<file path="src/rtl/rtc_pkg.sv">
/*
 * Shared constants, types and calendar helpers of the timekeeping core.
 * Assumes a 50 MHz system clock and a 32.768 kHz oscillator pin.
 */
package rtc_pkg;

   // ****************************************
   // Register offsets and field positions
   // ****************************************
   localparam logic [2:0] ADDR_SEC = 3'h0;
   localparam logic [2:0] ADDR_MIN = 3'h1;
   localparam logic [2:0] ADDR_HOUR = 3'h2;
   localparam logic [2:0] ADDR_DAY = 3'h3;
   localparam logic [2:0] ADDR_DATE = 3'h4;
   localparam logic [2:0] ADDR_MONTH = 3'h5;
   localparam logic [2:0] ADDR_YEAR = 3'h6;
   localparam logic [2:0] ADDR_TRIM = 3'h7;
   localparam int HALT_BIT = 7;
   localparam int OSC_FAIL_IRQ_ENABLE_BIT = 7;
   localparam int OUT_BIT = 7;
   localparam int FT_BIT = 6;
   localparam int SIGN_BIT = 5;

   // ****************************************
   // Values after reset
   // ****************************************
   localparam logic [7:0] TRIM_RESET = 8'h80;
   localparam logic [7:0] SEC_RESET = 8'h00;
   localparam logic [7:0] ONE_RESET = 8'h01;

   // ****************************************
   // Timing
   // ****************************************
   localparam int CLK_HZ = 50000000;
   localparam int OSC_HZ = 32768;
   localparam int FT_HZ = 512;
   localparam int FT_HALF_TICKS = OSC_HZ / (2 * FT_HZ);
   localparam int OSC_LOSS_NS = 122000;
   localparam int CLK_PERIOD_NS = 1000000000 / CLK_HZ;
   localparam int OSC_LOSS_CYCLES = OSC_LOSS_NS / CLK_PERIOD_NS;
   localparam logic [7:0] SPLIT_POINT = 8'h7f;
   localparam logic [7:0] STAGE_LAST = 8'hff;
   localparam logic [6:0] SEC_LAST = 7'h7f;

   // ****************************************
   // Types
   // ****************************************
   typedef struct packed {
      logic [1:0] cent;
      logic [7:0] year;
      logic [7:0] month;
      logic [7:0] date;
      logic [7:0] day;
      logic [7:0] hour;
      logic [7:0] min;
      logic [7:0] sec;
   } rtc_time_t;

   typedef struct packed {
      logic out_level;
      logic ft_en;
      logic trim_pos;
      logic [4:0] trim_mag;
   } rtc_trim_t;

   // ****************************************
   // BCD helpers
   // ****************************************
   function automatic logic [8:0] rtc_bcd_inc(input logic [7:0] v,
                                             input logic [7:0] lo,
                                             input logic [7:0] hi);
      logic [8:0] r;
      r = {1'b0, v};
      if (v >= hi) begin
         r = {1'b1, lo};
      end else if (v[3:0] == 4'h9) begin
         r = {1'b0, 4'(v[7:4] + 4'h1), 4'h0};
      end else begin
         r = {1'b0, v[7:4], 4'(v[3:0] + 4'h1)};
      end
      return r;
   endfunction

   function automatic logic rtc_leap(input logic [7:0] year,
                                     input logic [1:0] cent);
      logic div4;
      div4 = year[4] ? (year[3:0] == 4'h2 || year[3:0] == 4'h6)
                     : (year[3:0] == 4'h0 || year[3:0] == 4'h4 ||
                        year[3:0] == 4'h8);
      if (year == 8'h00) begin
         return cent == 2'h0;
      end
      return div4;
   endfunction

   function automatic logic [7:0] rtc_month_len(input logic [7:0] month,
                                                input logic leap);
      logic [7:0] r;
      case (month)
         8'h02: r = leap ? 8'h29 : 8'h28;
         8'h04, 8'h06, 8'h09, 8'h11: r = 8'h30;
         default: r = 8'h31;
      endcase
      return r;
   endfunction

endpackage

</file>
<file path="src/rtl/rtc_core.sv">
/*
 * BCD timekeeping core: calendar counters, register file, read freeze,
 * oscillator halt and loss detection, trim, test and shared pin drivers.
 * Assumes a serial slave engine on sys_clk that presents one-cycle read
 * and write strobes with a byte address, and a one-cycle stop pulse.
 */
`timescale 1ns/100ps
module rtc_core #(
   parameter int OSC_LOSS_CYCLES = rtc_pkg::OSC_LOSS_CYCLES
) (
   input wire logic sys_clk,
   input wire logic nrst,
   input wire logic osc_in,
   input wire logic [2:0] reg_addr,
   input wire logic reg_wr,
   input wire logic [7:0] reg_wdata,
   input wire logic reg_rd,
   input wire logic bus_stop,
   output logic [7:0] reg_rdata,
   output logic osc_enable,
   output logic freq_test_pin_out,
   output logic freq_test_pin_oe,
   output logic shared_irq_level_pin_out,
   output logic shared_irq_level_pin_oe,
   output logic osc_fail_irq_pin
);

   // ****************************************
   // Declarations
   // ****************************************
   rtc_pkg::rtc_time_t sys_time;
   rtc_pkg::rtc_time_t next_time;
   rtc_pkg::rtc_time_t user_time;
   rtc_pkg::rtc_trim_t trim;
   logic osc_halt_bit;
   logic osc_fail_irq_enable;
   logic osc_s1;
   logic osc_s2;
   logic osc_s3;
   logic osc_tick;
   logic [12:0] loss_cnt;
   logic osc_lost;
   logic osc_stopped;
   logic freeze;
   logic clock_wr;
   logic sec_pulse;
   logic sq512;
   logic minute_pulse;
   logic leap;
   logic [8:0] inc_sec;
   logic [8:0] inc_min;
   logic [8:0] inc_hour;
   logic [8:0] inc_day;
   logic [8:0] inc_date;
   logic [8:0] inc_month;
   logic [8:0] inc_year;
   logic [7:0] next_rdata;

   assign clock_wr = reg_wr && reg_addr != rtc_pkg::ADDR_TRIM;
   assign osc_tick = osc_s2 && !osc_s3 && !osc_halt_bit;
   assign osc_stopped = osc_halt_bit || osc_lost;

   // ****************************************
   // Oscillator pin synchroniser
   // ****************************************
   always_ff @(posedge sys_clk or negedge nrst) begin
      if (!nrst) begin
         osc_s1 <= 1'b0;
         osc_s2 <= 1'b0;
         osc_s3 <= 1'b0;
      end else begin
         osc_s1 <= osc_in;
         osc_s2 <= osc_s1;
         osc_s3 <= osc_s2;
      end
   end

   // ****************************************
   // Oscillator loss detection
   // ****************************************
   always_ff @(posedge sys_clk or negedge nrst) begin
      if (!nrst) begin
         loss_cnt <= 13'h0000;
         osc_lost <= 1'b0;
      end else if (osc_s2 != osc_s3) begin
         loss_cnt <= 13'h0000;
         osc_lost <= 1'b0;
      end else if (loss_cnt == 13'(OSC_LOSS_CYCLES - 1)) begin
         osc_lost <= 1'b1;
      end else begin
         loss_cnt <= 13'(loss_cnt + 13'h0001);
      end
   end

   // ****************************************
   // Divider chain with trim
   // ****************************************
   rtc_osc_div u_div (
      .sys_clk(sys_clk),
      .nrst(nrst),
      .osc_tick(osc_tick),
      .div_clear(clock_wr),
      .minute_pulse(minute_pulse),
      .trim_mag(trim.trim_mag),
      .trim_pos(trim.trim_pos),
      .sec_pulse(sec_pulse),
      .sq512(sq512)
   );

   // ****************************************
   // Calendar carry chain
   // ****************************************
   always_comb begin
      leap = rtc_pkg::rtc_leap(sys_time.year, sys_time.cent);
      inc_sec = rtc_pkg::rtc_bcd_inc(sys_time.sec, 8'h00, 8'h59);
      inc_min = rtc_pkg::rtc_bcd_inc(sys_time.min, 8'h00, 8'h59);
      inc_hour = rtc_pkg::rtc_bcd_inc(sys_time.hour, 8'h00, 8'h23);
      inc_day = rtc_pkg::rtc_bcd_inc(sys_time.day, 8'h01, 8'h07);
      inc_date = rtc_pkg::rtc_bcd_inc(sys_time.date, 8'h01,
         rtc_pkg::rtc_month_len(sys_time.month, leap));
      inc_month = rtc_pkg::rtc_bcd_inc(sys_time.month, 8'h01, 8'h12);
      inc_year = rtc_pkg::rtc_bcd_inc(sys_time.year, 8'h00, 8'h99);
      next_time = sys_time;
      minute_pulse = 1'b0;
      if (sec_pulse) begin
         next_time.sec = inc_sec[7:0];
         if (inc_sec[8]) begin
            minute_pulse = 1'b1;
            next_time.min = inc_min[7:0];
            if (inc_min[8]) begin
               next_time.hour = inc_hour[7:0];
               if (inc_hour[8]) begin
                  next_time.day = inc_day[7:0];
                  next_time.date = inc_date[7:0];
                  if (inc_date[8]) begin
                     next_time.month = inc_month[7:0];
                     if (inc_month[8]) begin
                        next_time.year = inc_year[7:0];
                        if (inc_year[8]) begin
                           next_time.cent = 2'(sys_time.cent + 2'h1);
                        end
                     end
                  end
               end
            end
         end
      end
   end

   // ****************************************
   // System time and write loading
   // ****************************************
   always_ff @(posedge sys_clk or negedge nrst) begin
      if (!nrst) begin
         sys_time <= '{cent: 2'h0, year: rtc_pkg::SEC_RESET,
                       month: rtc_pkg::ONE_RESET, date: rtc_pkg::ONE_RESET,
                       day: rtc_pkg::ONE_RESET, hour: rtc_pkg::SEC_RESET,
                       min: rtc_pkg::SEC_RESET, sec: rtc_pkg::SEC_RESET};
      end else if (clock_wr) begin
         sys_time <= sys_time;
         case (reg_addr)
            rtc_pkg::ADDR_SEC: sys_time.sec <= {1'b0, reg_wdata[6:0]};
            rtc_pkg::ADDR_MIN: sys_time.min <= {1'b0, reg_wdata[6:0]};
            rtc_pkg::ADDR_HOUR: sys_time.hour <= {2'h0, reg_wdata[5:0]};
            rtc_pkg::ADDR_DAY: sys_time.day <= {5'h00, reg_wdata[2:0]};
            rtc_pkg::ADDR_DATE: sys_time.date <= {2'h0, reg_wdata[5:0]};
            rtc_pkg::ADDR_MONTH: begin
               sys_time.month <= {3'h0, reg_wdata[4:0]};
               sys_time.cent <= reg_wdata[7:6];
            end
            rtc_pkg::ADDR_YEAR: sys_time.year <= reg_wdata;
            default: sys_time <= sys_time;
         endcase
      end else begin
         sys_time <= next_time;
      end
   end

   // ****************************************
   // Control bits
   // ****************************************
   always_ff @(posedge sys_clk or negedge nrst) begin
      if (!nrst) begin
         osc_halt_bit <= 1'b0;
         osc_fail_irq_enable <= 1'b0;
         trim <= rtc_pkg::TRIM_RESET;
      end else if (reg_wr) begin
         if (reg_addr == rtc_pkg::ADDR_SEC) begin
            osc_halt_bit <= reg_wdata[rtc_pkg::HALT_BIT];
         end
         if (reg_addr == rtc_pkg::ADDR_MIN) begin
            osc_fail_irq_enable <= reg_wdata[rtc_pkg::OSC_FAIL_IRQ_ENABLE_BIT];
         end
         if (reg_addr == rtc_pkg::ADDR_TRIM) begin
            trim.out_level <= reg_wdata[rtc_pkg::OUT_BIT];
            trim.ft_en <= reg_wdata[rtc_pkg::FT_BIT];
            trim.trim_pos <= reg_wdata[rtc_pkg::SIGN_BIT];
            trim.trim_mag <= reg_wdata[4:0];
         end
      end
   end

   // ****************************************
   // Read freeze of the user copy
   // ****************************************
   always_ff @(posedge sys_clk or negedge nrst) begin
      if (!nrst) begin
         freeze <= 1'b0;
      end else if (bus_stop) begin
         freeze <= 1'b0;
      end else if (reg_rd) begin
         freeze <= reg_addr != rtc_pkg::ADDR_TRIM;
      end
   end

   always_ff @(posedge sys_clk or negedge nrst) begin
      if (!nrst) begin
         user_time <= '0;
      end else if (!freeze) begin
         user_time <= sys_time;
      end
   end

   // ****************************************
   // Register read port
   // ****************************************
   always_comb begin
      case (reg_addr)
         rtc_pkg::ADDR_SEC: next_rdata = {osc_halt_bit, user_time.sec[6:0]};
         rtc_pkg::ADDR_MIN: begin
            next_rdata = {osc_fail_irq_enable, user_time.min[6:0]};
         end
         rtc_pkg::ADDR_HOUR: next_rdata = {2'h0, user_time.hour[5:0]};
         rtc_pkg::ADDR_DAY: next_rdata = {5'h00, user_time.day[2:0]};
         rtc_pkg::ADDR_DATE: next_rdata = {2'h0, user_time.date[5:0]};
         rtc_pkg::ADDR_MONTH: begin
            next_rdata = {user_time.cent, 1'b0, user_time.month[4:0]};
         end
         rtc_pkg::ADDR_YEAR: next_rdata = user_time.year;
         default: next_rdata = trim;
      endcase
   end

   always_ff @(posedge sys_clk or negedge nrst) begin
      if (!nrst) begin
         reg_rdata <= 8'h00;
      end else if (reg_rd) begin
         reg_rdata <= next_rdata;
      end
   end

   // ****************************************
   // Pins
   // ****************************************
   always_ff @(posedge sys_clk or negedge nrst) begin
      if (!nrst) begin
         osc_enable <= 1'b1;
         freq_test_pin_out <= 1'b0;
         freq_test_pin_oe <= 1'b0;
         shared_irq_level_pin_out <= 1'b0;
         shared_irq_level_pin_oe <= 1'b0;
         osc_fail_irq_pin <= 1'b0;
      end else begin
         osc_enable <= !osc_halt_bit;
         freq_test_pin_out <= 1'b0;
         freq_test_pin_oe <= !osc_halt_bit && trim.out_level &&
                             trim.ft_en && !sq512;
         shared_irq_level_pin_out <= 1'b0;
         osc_fail_irq_pin <= osc_fail_irq_enable && osc_stopped;
         if (osc_fail_irq_enable) begin
            shared_irq_level_pin_oe <= osc_stopped;
         end else begin
            shared_irq_level_pin_oe <= !trim.out_level;
         end
      end
   end

endmodule

</file>
<file path="src/rtl/rtc_osc_div.sv">
/*
 * Oscillator divider chain with periodic trim at the divide-by-256 stage
 * and an untrimmed 512 Hz square wave.
 * Assumes osc_tick is a one-cycle pulse per rising oscillator edge, already
 * synchronised to sys_clk.
 */
`timescale 1ns/100ps
module rtc_osc_div (
   input wire logic sys_clk,
   input wire logic nrst,
   input wire logic osc_tick,
   input wire logic div_clear,
   input wire logic minute_pulse,
   input wire logic [4:0] trim_mag,
   input wire logic trim_pos,
   output logic sec_pulse,
   output logic sq512
);

   // ****************************************
   // State
   // ****************************************
   logic [7:0] low_cnt;
   logic [6:0] high_cnt;
   logic [5:0] cal_min;
   logic adj_pending;
   logic [4:0] ft_cnt;
   logic split_now;
   logic stage_now;
   logic blank_now;

   assign split_now = osc_tick && adj_pending && trim_pos &&
                      low_cnt == rtc_pkg::SPLIT_POINT;
   assign stage_now = osc_tick && low_cnt == rtc_pkg::STAGE_LAST;
   assign blank_now = stage_now && adj_pending && !trim_pos;

   // ****************************************
   // Divide by 256 then by 128
   // ****************************************
   always_ff @(posedge sys_clk or negedge nrst) begin
      if (!nrst) begin
         low_cnt <= 8'h00;
         high_cnt <= 7'h00;
         sec_pulse <= 1'b0;
      end else begin
         sec_pulse <= 1'b0;
         if (div_clear) begin
            low_cnt <= 8'h00;
            high_cnt <= 7'h00;
         end else if (split_now || (stage_now && !blank_now)) begin
            low_cnt <= 8'h00;
            high_cnt <= 7'(high_cnt + 7'h01);
            sec_pulse <= high_cnt == rtc_pkg::SEC_LAST;
         end else if (osc_tick) begin
            low_cnt <= 8'(low_cnt + 8'h01);
         end
      end
   end

   // ****************************************
   // 64-minute trim cycle
   // ****************************************
   always_ff @(posedge sys_clk or negedge nrst) begin
      if (!nrst) begin
         cal_min <= 6'h00;
         adj_pending <= 1'b0;
      end else begin
         if (minute_pulse) begin
            cal_min <= 6'(cal_min + 6'h01);
            adj_pending <= {1'b0, cal_min} < {trim_mag, 1'b0};
         end else if (split_now || blank_now) begin
            adj_pending <= 1'b0;
         end
      end
   end

   // ****************************************
   // 512 Hz test wave, independent of trim
   // ****************************************
   always_ff @(posedge sys_clk or negedge nrst) begin
      if (!nrst) begin
         ft_cnt <= 5'h00;
         sq512 <= 1'b0;
      end else if (osc_tick) begin
         if (ft_cnt == 5'(rtc_pkg::FT_HALF_TICKS - 1)) begin
            ft_cnt <= 5'h00;
            sq512 <= !sq512;
         end else begin
            ft_cnt <= 5'(ft_cnt + 5'h01);
         end
      end
   end

endmodule

</file>
<file path="config.mk">
export PLATFORM = sky130hd
export DESIGN_NAME = rtc_core
export DESIGN_NICKNAME = d
export VERILOG_FILES = /design/src/rtl/rtc_pkg.sv /design/src/rtl/rtc_core.sv /design/src/rtl/rtc_osc_div.sv
export SDC_FILE = /design/constraint.sdc
export NUM_CORES = 1
export LEC_CHECK = 0
export ABC_AREA = 1
export BUFFER_PORTS_ARGS = -buffer_cell sky130_fd_sc_hd__clkbuf_2
export CORE_ASPECT_RATIO = 2
export CORE_UTILIZATION = 40
export CTS_BUF_LIST = sky130_fd_sc_hd__clkbuf_8 sky130_fd_sc_hd__clkbuf_16
export DETAILED_ROUTE_END_ITERATION = 12
export GPL_TIMING_DRIVEN = 0
export SKIP_CTS_REPAIR_TIMING = 1
export SYNTH_ARGS = -nofsm -noshare
export SYNTH_HDL_FRONTEND = slang
export SYNTH_SLANG_ARGS = --single-unit
</file>
<file path="constraint.sdc">
create_clock -name sys_clk -period 3.9 [get_ports sys_clk]
set_input_delay 0 -clock sys_clk [delete_from_list [all_inputs] [get_ports sys_clk]]
set_output_delay 0 -clock sys_clk [all_outputs]
set_load 0.05 [all_outputs]
</file>
## Word-level counts from Yosys, hierarchy flattened

Cells that the tools add are included.

- Flip-flop bits (word level): 171
- Input bits: 17
- Output and inout port bits: 14
- Logic and storage cells: 238

- Add/sub/neg operators: 20
- Order comparisons: 8
- Equality and inequality tests: 38
- Muxes and demuxes: 56
- Reduce and logical (&&, ||, !) cells: 69

Operators with widths:

| kind | number |
|---|---|
| 8-bit two-way mux | 18 |
| 58-bit two-way mux | 2 |
| 4-bit by 1-bit adder with 4-bit output (second input constant) | 14 |
| 8-bit case mux with 7 select lines | 1 |
| 9-bit two-way mux | 6 |
| 50-bit two-way mux | 1 |
| 42-bit two-way mux | 1 |
| 34-bit two-way mux | 1 |
| 4-bit == test (second input constant) | 8 |
| 13-bit two-way mux | 2 |
| 3-bit nonzero test | 8 |
| 2-bit nonzero test | 11 |
| 18-bit two-way mux | 1 |
| 6-bit AND reduction | 3 |
| 8-bit by 3-bit == test with 1-bit output (second input constant) | 2 |
| 8-bit by 7-bit greater-or-equal comparator with 1-bit output (second input constant) | 2 |
| 1-bit two-way mux | 16 |
| 8-bit AND reduction | 2 |
| 5-bit AND reduction | 3 |
| 1-bit logical AND | 14 |
| 7-bit two-way mux | 2 |
| 2-bit by 1-bit != test with 1-bit output (second input constant) | 7 |
| 7-bit AND reduction | 2 |
| 13-bit by 1-bit adder with 13-bit output (second input constant) | 1 |
| other kinds (41) | 63 |

## Logic depth before layout (Yosys ltp)

Gate-level depths: netlist (run 1).

- Depth after elaboration: 15
- Depth in mapped cells: 18
- Gate-level depth less buffers: 18

## Hierarchy

Synthesis (run 1) repeated with hierarchy kept, for this count alone.

- Cell total of the unflattened synthesis: 1212
- Area, all modules: 9494.1 sq um

By module, submodules not included:

| module | instances | cells each | area each (sq um) | sequential area each (sq um) |
|---|---|---|---|---|
| rtc_core | 1 | 1015 | 7826.3 | 3559.7 |
| rtc_osc_div | 1 | 197 | 1667.8 | 725.7 |

## Worst setup path before layout (run 1)

OpenSTA, ideal clock, no wires.

- Path kind: reg-to-reg
- Start point: register sys_time[44] (netlist name)
- End point: register sys_time[36] (netlist name)
- Setup time: 0.117 ns
- Arrival: 2.032 ns
- Data required time: 3.783 ns
- Slack: 1.751 ns
- Stages on the path, launching flop included: 16
- Path buffers: 0
- Period minus slack after synthesis: 2.149 ns
- Cells stage by stage: dfrtp_1 inv_1 ha_1 nand3_1 nor3_1 inv_1 ha_1 nand2_1 nor2_1 nand2_1 nand4_4 inv_1 nand2_1 nand2_1 nand2_1 nand2_1

- Cells in the longest elaborated chain, start to end: 10
- Elaborated cells on any way between the ends: 16
- Classes of those cells: order compare (1); eq/ne (5); mux (7); reduce/logical (3)

Ends and longest elaborated chain:

| item | line | RTL |
|---|---|---|
| from (decl) | rtc_core.sv:31 | `rtc_pkg::rtc_time_t sys_time;` |
| from (signal assigned) | rtc_core.sv:155 | `sys_time <= '{cent: 2'h0, year: rtc_pkg::SEC_RESET,` |
| from (signal assigned) | rtc_core.sv:160 | `sys_time <= sys_time;` |
| from (signal assigned) | rtc_core.sv:172 | `default: sys_time <= sys_time;` |
| 8-bit by 3-bit == test with 1-bit output, or another cell as far along | rtc_pkg.sv:99 | `case (month)` |
| 4-bit OR reduction | rtc_pkg.sv:99 |  |
| 5-bit case mux with 2 select lines * | rtc_pkg.sv:99 |  |
| 8-bit by 6-bit greater-or-equal comparator with 1-bit output * | rtc_pkg.sv:74 | `if (v >= hi) begin` |
| 9-bit two-way mux | rtc_pkg.sv:74 |  |
| 34-bit two-way mux | rtc_core.sv:132 | `if (inc_hour[8]) begin` |
| 42-bit two-way mux | rtc_core.sv:130 | `if (inc_min[8]) begin` |
| 50-bit two-way mux | rtc_core.sv:127 | `if (inc_sec[8]) begin` |
| 58-bit two-way mux | rtc_core.sv:125 | `if (sec_pulse) begin` |
| 58-bit two-way mux | rtc_core.sv:159 | `end else if (clock_wr) begin` |

Mark *: on every way between the ends. The rest lies on a longest branch, timed or not. The select of a mux whose other input is x is not followed.
A chain may end at the register's enable or synchronous reset.

## Worst setup path after layout (run 1)

- Start point: register sys_time[44] (netlist name)
- End point: register sys_time[54] (netlist name)

- Cells in the longest elaborated chain, start to end: 7
- Elaborated cells on any way between the ends: 14
- Classes of those cells: order compare (2); eq/ne (5); mux (3); reduce/logical (4)

Ends and longest elaborated chain:

| item | line |
|---|---|
| 8-bit by 3-bit == test with 1-bit output, or another cell as far along | rtc_pkg.sv:99 |
| 4-bit OR reduction | rtc_pkg.sv:99 |
| 5-bit case mux with 2 select lines | rtc_pkg.sv:99 |
| 8-bit by 6-bit greater-or-equal comparator with 1-bit output | rtc_pkg.sv:74 |
| 9-bit two-way mux | rtc_pkg.sv:74 |
| 2-bit nonzero test (no source line) | - |
| 8-bit AND reduction (no source line) * | - |

Mark *: on every way between the ends. The rest lies on a longest branch, timed or not.

==> summary.md, run 1 <==
| Metric | Value |
|---|---|
| Finished Core Util | ~47% |
| Design Area, Final | between 0.01 and 0.015 mm² |
| WP data arrival | just over 3 ns |
| DR vias | 7,610 |
| Layout Skew | around 0.0064 ns |
| Port bufs | 28 |
| Largest net degree at the start of global routing | between 90 and 100 |
| Top-Level Pins | 31 |
| Initial Util | 41.05% |
| Post-synth EDFFs | 0 |
| Final setup fails | 0 |
| Die area | about 0.023 mm² |
| Reg2Reg Launch Point | sys_time[44]$_DFFE_PN0P_ |
| Mux contribution to synthesized area | less than 1% |
| Post-place setup slack | 1.224 ns |
| DR pass1 iterations | 5 |
| Max Freq | ~370 MHz |
| Xor and xnor fraction of the mapped netlist area | around 3.1% |
| Clk slew on worst S/H paths | 0.06 ns |
| Final worst slack | roughly 1.2 ns |
| Average instance area after synthesis | about 8.0 µm² |
| #FFs+latches synth | about 170 |
| Die H | around 220 µm |
| Hold crit path type | in -> reg |
| Worst reg2reg endpoint | sys_time[54]$_DFFE_PN0P_ |
| NetSw | about 2.2 mW |
| Simple-gate share of the synthesized area | around a quarter |
| CTS root buffer | clkbuf_16 |
| Minimum clock period | roughly 2.7 ns |
| Critical path required time | about 4.3 ns |
| Main synth FF type | dfrtp_1 |
| Ant. Diodes | 0 |
| Compound-Gate Fraction of Synth Area | roughly 11% |
| GR Overflow Total | 0 |
| Flop pwr share | about 44% |
| H-tree Lvls | 4 |
| # nets final | 1,247 |
| R2R depth | 14 |
| CORE AREA | around 0.022 mm² |
| Yosys Warn Count | 0 |
| Cells after Synth | ~1,100 |
| Launch point of the worst hold path | reg_wr |
| Total wire length | between 20,000 and 25,000 µm |
| Total Routing Usage GR | a little under a quarter |
| Sequential area share after synthesis | 47.11% |
| Slew headroom | around an eighth |
| Fin cells | roughly 1,500 |
| Placed cell areas | 0.009622 mm² |
| Startpoint Class | flop |
| Total Neg Setup Slack | 0 ns |
| Status | finished clean |
| Distinct cells, synth | 48 |
| VDD IR max | around 0.40 mV |
| Share of synthesized registers carrying an async set or reset | 100.0% |
| Area delta synth->final | 13.81% |
| Design Power | around 6.0 mW |
| # DRC | 0 |
| CTS Buf Count | 17 |
| Hold slack | 0.01312 ns |
| Count of pins over their slew limit | 0 |
| Most frequent cells in the layout | nand2_1, dfrtp_1, inv_1 |
| Layout cell share with drive strength beyond 1 | around a tenth |
| Combinational power share | between 20% and 30% |
| Total of max-cap violations | 0 |
| Drt initial violations | between 400 and 500 |
| Most common cell after layout, fill and taps aside | nand2_1 |
| RSZ-0062 raised after global routing | false |
| Kind of critical path | reg -> reg |
| RePlAce Congestion | 0.9237 |
| Endpoint type of the worst setup path | flop |
| Post-DP HPWL | 19,170 µm |
| Worst slew pin tran | approximately 1.3 ns |
| Pwr/cell area | 580.5 mW/mm² |
| Placed Cells | 1,437 |
| Sw Share | 36.92% |
| DR vias/cell | 5.135 |
| Critical path peak fanout | 7 |
| WL/cell | 16.79 µm |
| LEAKAGE | ~5.1 nW |
| Cell area after synthesis | a little over 0.009 mm² |
| Final ANT Viol Nets | 0 |
| Vias in the first global route | between 7,000 and 8,000 |
| Adder-Cell Fraction of Synth Area | ~5% |
| Cell-internal power | roughly 3.8 mW |
| Hold EP | osc_halt_bit$_DFFE_PN0P_ |
| Clk buf depth | 2 |
| Clock power frac | slightly below 30% |
| Clock latency on the worst-skew pair | ~0.44 ns |
| Initial antenna violation count | 0 |
| Reg-to-reg setup timing slack | approximately 1.2 ns |
| Main combinational cell family by area after synthesis | simple AND/OR/NAND/NOR gates |
| Die X | ~110 µm |
| Part of the cycle the worst path needs | between 60 and 70% |
| Hold depth | 3 |
| First-pass GRT wire length | slightly below 40,000 µm |
| Cell row count | 77 |
| CTS tree | done |
| Final Hold Viols | 0 |
| Num Clock Sinks | about 170 |
-- cell usage after synthesis, types with 3 or more instances --
cell,count,share of area (%)
nand3_2,5,0.55
nand3_1,81,4.5
nand4_1,18,1.2
buf_1,3,0.12
nor3_1,15,0.83
nand2_2,5,0.34
inv_1,136,5.6
inv_2,7,0.29
a31oi_1,7,0.48
nand3b_1,4,0.33
nor2_2,6,0.41
ha_1,37,5.1
dfrtp_1,166,46
clkbuf_1,10,0.41
buf_4,4,0.33
mux2_2,4,0.50
o21ai_1,10,0.55
nor2_1,88,3.6
o21ai_0,108,5.9
nand2_1,296,12
dfstp_2,5,1.4
a22oi_1,3,0.25
xnor2_1,10,0.96
a21oi_1,43,2.4
xor2_1,22,2.1
nor2_4,7,0.87
-- sequential cells by signal, summed over array words and instances, names as in the netlist, 5 cells and up --
signal,count
loss_cnt,13
u_div.high_cnt,7
sys_time,58
reg_rdata,8
u_div.low_cnt,8
user_time,44
trim,8
u_div.ft_cnt,5
u_div.cal_min,6
-- worst max-delay path: stages, from the launching register on --
cell and delay (ns):
dfrtp_1 0.42, inv_1 0.18, ha_1 0.17, nand3_1 0.10, nor3_1 0.31, inv_1 0.08
ha_1 0.32, nand2_1 0.06, nor2_1 0.15, nand2_1 0.11, nand4_4 0.18, nand2_2 0.10
nor2_1 0.27, nand2_1 0.09, nand2_1 0.08
-- metal layers --
layer  share of wire (%)  vias to the layer above  global-route usage (%)
met5                   0                        -                       0
met2                  54                      168                   41.77
li1                    -                     3789                       -
met1                  36                     3575                   21.73
met4                 7.0                        0                   16.13
met3                 3.3                       78                   4.216
-- final cells by class --
cell class / instances / area, µm²
Clock inverter: 11 / 120.1
Clock buffer: 21 / 480.5
Tap cell: 276 / 345.3
Buffer: 22 / 126.4
Multi-Input combinational cell: 793 / 4138
Inverter: 146 / 550.5
Sequential cell: 171 / 4285
Fill cell: 2187 / 11810
Timing Repair Buffer: 42 / 306.5
-- power groups by stage --
stage | Clock [mW] | Combinational, mW | Sequential [mW]
2_1_floorplan | 0 | 1.11 | 2.62
3_3_place_gp | 0 | 1.59 | 2.66
3_5_place_dp | 0 | 1.62 | 2.66
4_1_cts | 1.77 | 1.63 | 2.63
5_1_grt | 1.84 | 1.87 | 2.70
6_report | 1.74 | 1.63 | 2.64
-- kinds of logic after synthesis --
kind of cell	Yosys count
AO/OA/AOI/OAI	185
XOR/XNOR	32
adder cells (fa/ha/maj)	37
buffers and inverters	168
flip-flops	171
multiplexers	4
other	1
AND/OR/NAND/NOR	533
-- how the worst max path moves through the flow --
stage                     slack (ns)                            to                startpoint  depth (start not counted)
after floorplan                 1.75      sys_time[36]$_DFFE_PN0P_  sys_time[44]$_DFFE_PN0P_                         15
after global placement         -0.48  u_div.cal_min[0]$_DFFE_PN0P_                      nrst                          1
after detailed placement        1.22      sys_time[54]$_DFFE_PN0P_  sys_time[44]$_DFFE_PN0P_                         14
after CTS                       1.21      sys_time[54]$_DFFE_PN0P_  sys_time[44]$_DFFE_PN0P_                         14
after global routing            0.96      sys_time[55]$_DFFE_PN0P_  sys_time[52]$_DFFE_PN0P_                         15
final                           1.22      sys_time[54]$_DFFE_PN0P_  sys_time[44]$_DFFE_PN0P_                         14
Note: power is estimated with default switching activity, not from simulation.
==> run 2: changes to the inputs <==
- ABC_AREA: 1 -> 0
- clock period: 3.9 -> 2.68 ns (I/O delays scaled with it)
==> run 2 against run 1 <==
- the flow now finishes with violations (negative hold slack, negative setup slack)
- critical path depth is the same
- clock skew is 0.0056 ns higher
- register-to-register slack lost 2.1 ns
- non-clock buffer count grew 28
- clock-buffer cell count shrank 2
- final cell count fell by 16%
- global-route usage grew 0.26 points
- combinational power rose by 51%
- maximum frequency fell by 24%
- clock power is 45% higher
- utilization rose by 1.3 points
- total power up 46%
- critical endpoint is now sys_time[43]$_DFFE_PN0P_
- largest power group unchanged
==> summary.md, run 2 <==
| Metric | Value |
|---|---|
| Cell area after synthesis | between 0.008 and 0.009 mm² |
| WL met2 | ~14,000 µm |
| DR vias/cell | 5.615 |
| Clk buf depth | 2 |
| Hold slack | -0.01823 ns |
| Top-count cell post-synth | dfrtp_1 |
| RePlAce Congestion | roughly 0.94 |
| Worst Setup EP | sys_time[43]$_DFFE_PN0P_ |
| Die X | ~110 µm |
| Clock latency on the worst-skew pair | around 0.46 ns |
| Top cells by area, synth | dfrtp_1, mux2_2, ha_1 |
| Cells after Synth | between 800 and 900 |
| CORE AREA | about 0.022 mm² |
| Failing checks | negative hold slack, negative setup slack |
| Drt initial violations | 455 |
| Initial antenna violation count | 0 |
| H-tree Lvls | 4 |
| Max Freq | approximately 280 MHz |
| # DRC | 0 |
| Placed cell areas | roughly 0.0094 mm² |
| DR vias | about 7,000 |
| Synth area leader | dfrtp_1 |
| # nets final | roughly 1,000 |
| Part of the cycle the worst path needs | 132.2% |
| Routed met3 length | between 600 and 700 µm |
| Main synth FF type | dfrtp_1 |
| R2R depth | 14 |
| GR Overflow Total | 0 |
| Reg2Reg Launch Point | sys_time[52]$_DFFE_PN0P_ |
| Pwr/cell area | roughly 840 mW/mm² |
| Max reg flops | 58 |
| Top flop regs | sys_time: 58 flops, user_time: 44 flops, loss_cnt: 13 flops |
| Initial Util | between 40 and 50% |
| Final Hold Viols | 4 |
| Ant. Diodes | 0 |
| Layout cell share with drive strength beyond 1 | 18.72% |
| Yosys Warn Count | 0 |
| Worst reg2reg endpoint | sys_time[43]$_DFFE_PN0P_ |
| LEAKAGE | about 4.6 nW |
| Minimum clock period | between 3 and 4 ns |
| Worst slew pin tran | approximately 0.93 ns |
| Total of max-cap violations | 0 |
| RSZ-0062 raised after global routing | true |
| CTS root buffer | clkbuf_16 |
| Register Area | between 0.004 and 0.005 mm² |
| Final setup fails | 25 |
| Area occupied by multi-input gates | between 0.004 and 0.005 mm² |
| Crit path from | sys_time[52]$_DFFE_PN0P_ |
| Post-place setup slack | -1.166 ns |
| Slew headroom | ~38% |
| Final worst slack | -0.8622 ns |
| Die H | around 210 µm |
| Average instance area after synthesis | around 10 µm² |
| Most frequent cells after synthesis | dfrtp_1, nand2_1, o21ai_0, nor2_1, mux2_2 |
| DR pass1 iterations | 7 |
| Cell row count | 76 |
| WL/cell | just over 20 µm |
| Critical path required time | approximately 3 ns |
| Num Clock Sinks | ~170 |
| WP data arrival | a little under 4 ns |
| Final ANT Viol Nets | 0 |
| Most frequent cells in the layout | dfrtp_1, nand2_1, o21ai_0 |
| Status | finished, violations left |
| CTS Buf Count | 17 |
| Count of pins over their slew limit | 0 |
| Endpoint type of the worst setup path | flop |
| Clk slew on worst S/H paths | 0.07 ns |
| Synth top area share | between 40 and 50% |
| Area delta synth->final | 17.02% |
| Critical path peak fanout | 7 |
| Finished Core Util | 47.98% |
| Kind of critical path | reg -> reg |
| Reg-to-reg setup timing slack | -0.86 ns |
| Most common cell after layout, fill and taps aside | dfrtp_1 |
| CTS tree | done |
| Design Area, Final | 0.01040 mm² |
| Share of synthesized registers carrying an async set or reset | 100.0% |
| Largest Register | sys_time |
| Hold crit path type | in -> reg |
| Vias in the first global route | 6,999 |
| First-pass GRT wire length | between 30,000 and 40,000 µm |
| Total Routing Usage GR | between 20% and 30% |
| Post-DP HPWL | between 15,000 and 20,000 µm |
| Top-Level Pins | 31 |
| Largest net degree at the start of global routing | 112 |
| Sequential area share after synthesis | roughly half |
| Top sig layer | met4 |
| Distinct cells, synth | 73 |
| Total wire length | between 20,000 and 30,000 µm |
| VDD IR max | between 0.4 and 0.5 mV |
| M1 WL | between 9000 and 10,000 µm |
| Startpoint Class | flop |
| Filler Cells Inserted | about 2,100 |
| #FFs+latches synth | roughly 170 |
| Layout Skew | between 0.01 and 0.015 ns |
| Post-synth EDFFs | 0 |
| Port bufs | 24 |
| Die area | roughly 0.023 mm² |
[run 2: layout make-up]
type	instances	area share (%)
multi-input cells	633	42.30
clock inverters	12	1.347
clock buffers	19	4.354
flip-flops and latches	171	41.22
well taps	273	3.284
inverters	45	1.672
plain buffers	41	1.912
repair buffers	51	3.909
[run 2: how the worst min path moves through the flow]
stage               startpoint                       end  cells after the start
floorplan                 nrst        freeze$_DFFE_PN0P_                      0
global placement        osc_in          osc_s1$_DFF_PN0_                      1
detailed placement        nrst   sys_time[7]$_DFFE_PN0P_                      1
CTS                       nrst   sys_time[3]$_DFFE_PN0P_                      1
global route            reg_rd  reg_rdata[4]$_DFFE_PN0P_                      3
finish                  reg_rd  reg_rdata[2]$_DFFE_PN0P_                      3
[run 2: per-stage QoR]
stage                     power, mW  cells  setup TNS, ns
after floorplan               5.274    891         -8.348
after global placement        6.019   1188        -305.45
after detailed placement      6.069   1189         -25.37
after CTS                     8.609   1220         -25.94
after global routing          9.250   1245         -22.20
final                         8.781   1245         -19.38
[run 2: report_power, final]
group | switching [mW] | internal (mW)
Clock | 1.10 | 1.43
Combinational | 1.40 | 1.06
Sequential | 0.616 | 3.17
Total | 3.12 | 5.66
[run 2: critical path, cell delays in order, from the launching register on]
cell,delay (ns)
dfrtp_2,0.48
inv_4,0.09
ha_4,0.11
nor4b_4,0.20
nor3_1,0.09
a31oi_1,0.16
a21oi_1,0.09
o21bai_2,0.24
a22oi_2,0.11
ha_1,0.31
or4b_4,0.50
a211oi_4,0.31
a31oi_4,0.19
nand3_4,0.23
mux2_4,0.31
[run 2: cells by family after synthesis]
group,count (synthesis),synth area share (%)
buffers and inverters,88,4.124
and+or+nand+nor,275,15.23
DFF,171,48.21
xor gates and xnor gates,30,2.956
adders and majority gates,37,5.208
other,1,0.04218
muxes,58,7.234
AOI/OAI and AO/OA,230,17.00
[run 2: per-layer routing]
metal  GRT usage (%)  up-vias
li1                -     3300
met1           22.59     3462
met2           42.18      160
met3           4.090       69
met4           16.77        0
met5               0        -
==> run 3: changes to the inputs <==
- REMOVE_ABC_BUFFERS: not set -> 1
- SYNTH_HIERARCHICAL: not set -> 1
==> run 3 against run 2 <==
- the run ends with negative setup slack left
- utilization fell by 0.95 points
- sequential share of layout area rose by 0.10 points
- critical path depth up 1
- worst hold slack improved by 0.14 ns
- sequential cell count is the same
- non-clock buffer count decreased by 35
- first-iteration DRC count down 5.9%
- total power rose by 3.8%
- critical endpoint is now sys_time[54]$_DFFE_PN0P_
- register-to-register slack gained 0.07 ns
- area after synthesis grew 1.3%
==> summary.md, run 3 <==
| Metric | Value |
|---|---|
| Cell row count | just under 80 |
| Initial Util | between 40% and 50% |
| Synth top area share | a little under half |
| VDD IR max | ~0.51 mV |
| Clk slew on worst S/H paths | ~0.070 ns |
| Largest net degree at the start of global routing | 90 |
| Cells after Synth | approximately 900 |
| Adder-Cell Fraction of Synth Area | under 10% |
| Initial antenna violation count | 0 |
| Finished Core Util | 47.03% |
| Crit path cell chain | inv_2, ha_4, nor4b_4, buf_4, o311ai_4, a21oi_2, o311ai_2, ha_2, nor4b_4, o221ai_4, a41oi_4, buf_6, buf_6, a211oi_4, o221a_2 |
| Total of max-cap violations | 0 |
| Die H | 214.2 µm |
| Area delta synth->final | 15.26% |
| Largest Register | sys_time |
| Ant. Diodes | 0 |
| WL/cell | approximately 20 µm |
| Average instance area after synthesis | approximately 10 µm² |
| Total Routing Usage GR | 22.27% |
| DR pass1 iterations | 5 |
| Layout cell share with drive strength beyond 1 | a little under a fifth |
| Critical path peak fanout | 5 |
| Final ANT Viol Nets | 0 |
| Post-synth EDFFs | 0 |
| Post-DP HPWL | about 17,000 µm |
| Compound-Gate Fraction of Synth Area | 16.54% |
| Final worst slack | -0.7964 ns |
| Pwr/cell area | roughly 880 mW/mm² |
| Cell area after synthesis | roughly 0.009 mm² |
| RePlAce Congestion | approximately 0.88 |
| Mux contribution to synthesized area | slightly above 7% |
| Synth area leader | dfrtp_1 |
| Filler Cells Inserted | approximately 2,000 |
| CTS Buf Count | 17 |
| CTS root buffer | clkbuf_16 |
| Final Hold Viols | 0 |
| Final setup fails | 28 |
| Clock latency on the worst-skew pair | approximately 0.44 ns |
| Die area | 0.02315 mm² |
| Startpoint Class | flop |
| Num Clock Sinks | roughly 170 |
| DR vias | 6,979 |
| Status | finished, violations left |
| Top flop regs | sys_time: 58 flops, user_time: 44 flops, loss_cnt: 13 flops |
| GR Overflow Total | 0 |
| Critical path required time | around 3 ns |
| WP data arrival | 3.81 ns |
| Failing checks | negative setup slack |
| Max Freq | 287.7 MHz |
| Top-Level Pins | 31 |
| Layout Skew | 0.01363 ns |
| Most frequent cells after synthesis | dfrtp_1, o21ai_0, nor2_1, nand2_1, inv_1 |
| Worst slew pin tran | roughly 0.94 ns |
| Drt initial violations | around 430 |
| Hold slack | roughly 0.12 ns |
| CORE AREA | 0.02206 mm² |
| Sequential area share after synthesis | ~48% |
| Yosys Warn Count | 6 |
| Endpoint type of the worst setup path | flop |
| First-pass GRT wire length | roughly 38,000 µm |
| Xor and xnor fraction of the mapped netlist area | under 10% |
| Slew headroom | about 37% |
| Clk buf depth | 2 |
| Most frequent cells in the layout | dfrtp_1, o21ai_0, nor2_1 |
| DR vias/cell | 5.725 |
| Kind of critical path | reg -> reg |
| Die X | ~110 µm |
| # DRC | 0 |
| LEAKAGE | between 4 and 5 nW |
| Main synth FF type | dfrtp_1 |
| Share of synthesized registers carrying an async set or reset | 100.0% |
| Port bufs | 28 |
| Vias in the first global route | 6,979 |
| Most common cell after layout, fill and taps aside | dfrtp_1 |
| Simple-gate share of the synthesized area | 16.37% |
| Main combinational cell family by area after synthesis | compound AO/OA/AOI/OAI gates |
| Top cells by area, synth | dfrtp_1, mux2_2, ha_1 |
| Part of the cycle the worst path needs | 129.7% |
| Top-count cell post-synth | dfrtp_1 |
| H-tree Lvls | 4 |
| #FFs+latches synth | between 150 and 200 |
| Max reg flops | just under 60 |
| Distinct cells, synth | 81 |
| Worst path max stage delay | roughly 0.43 ns |
| Design Power | approximately 9.1 mW |
| Minimum clock period | roughly 3.5 ns |
| Hold crit path type | in -> reg |
| Total wire length | about 25,000 µm |
| Count of pins over their slew limit | 0 |
| # nets final | around 1,000 |
| CTS tree | done |
| Highest-delay cell along the critical path | dfrtp_1 |
| RSZ-0062 raised after global routing | true |
run 3: report_power, final:
| part | switching [mW] | leakage [nW] | internal, mW |
|---|---|---|---|
| Combinational | 1.49 | 2.05 | 1.08 |
| Sequential | 0.679 | 2.17 | 3.23 |
| Clock | 1.08 | 0.312 | 1.56 |
| Total | 3.24 | 4.54 | 5.88 |
run 3: per-stage QoR:
| stage | TNS [ns] | instances | setup WS, ns | area (µm²) |
|---|---|---|---|---|
| finish | -14.97 | 1219 | -0.7964 | 10380 |
| global route | -17.82 | 1219 | -0.8579 | 10380 |
| CTS | -39.42 | 1191 | -1.663 | 9976 |
| detailed placement | -51.62 | 1159 | -1.668 | 9354 |
| global placement | -329.82 | 1157 | -1.683 | 9296 |
| floorplan | -11.55 | 853 | -0.7537 | 8811 |
run 3: routing by layer:
metal | vias to the layer above | part of all wire [%] | track usage, %
li1 | 3305 | - | -
met1 | 3473 | 37 | 23.55
met2 | 148 | 54 | 39.45
met3 | 53 | 2.7 | 3.982
met4 | 0 | 5.6 | 14.38
met5 | - | 0 | 0
run 3: cells by family after synthesis:
group,count (synthesis)
other cells,1
fa+ha+maj,37
flops,171
xor+xnor,28
simple gates,282
mux,57
compound gates,223
buf+inv,99
run 3: final timing paths:
kind / from / to / slack (ns) / cells past startpoint
min reg2reg: osc_s1$_DFF_PN0_ / osc_s2$_DFF_PN0_ / 0.35 / 0
max in group asynchronous: nrst / freeze$_DFFE_PN0P_ / 1.56 / 3
min: reg_rd / reg_rdata[6]$_DFFE_PN0P_ / 0.12 / 2
min in group asynchronous: nrst / reg_rdata[2]$_DFFE_PN0P_ / 0.17 / 2
max: sys_time[53]$_DFFE_PN0P_ / sys_time[54]$_DFFE_PN0P_ / -0.80 / 15
max reg2reg: sys_time[53]$_DFFE_PN0P_ / sys_time[54]$_DFFE_PN0P_ / -0.80 / 15
run 3: final cells by class:
type                       count  area [µm²]  area share [%]
clock buffer                  17       425.4           4.100
timing repair inverter         1       5.005         0.04823
sequential                   171        4288           41.32
tap                          276       345.3           3.328
multi-input combinational    629        4469           43.07
clock inverter                15       196.4           1.893
timing repair buffer          57       444.2           4.281
inverter                      53       202.7           1.953
run 3: critical path, delay by kind of cell, from the launching register on:
family	cells	cell delay, ns
AOI/OAI and AO/OA	7	1.45
adders and majority gates	2	0.51
DFF	1	0.43
and+or+nand+nor	2	0.44
buffers and inverters	4	0.54
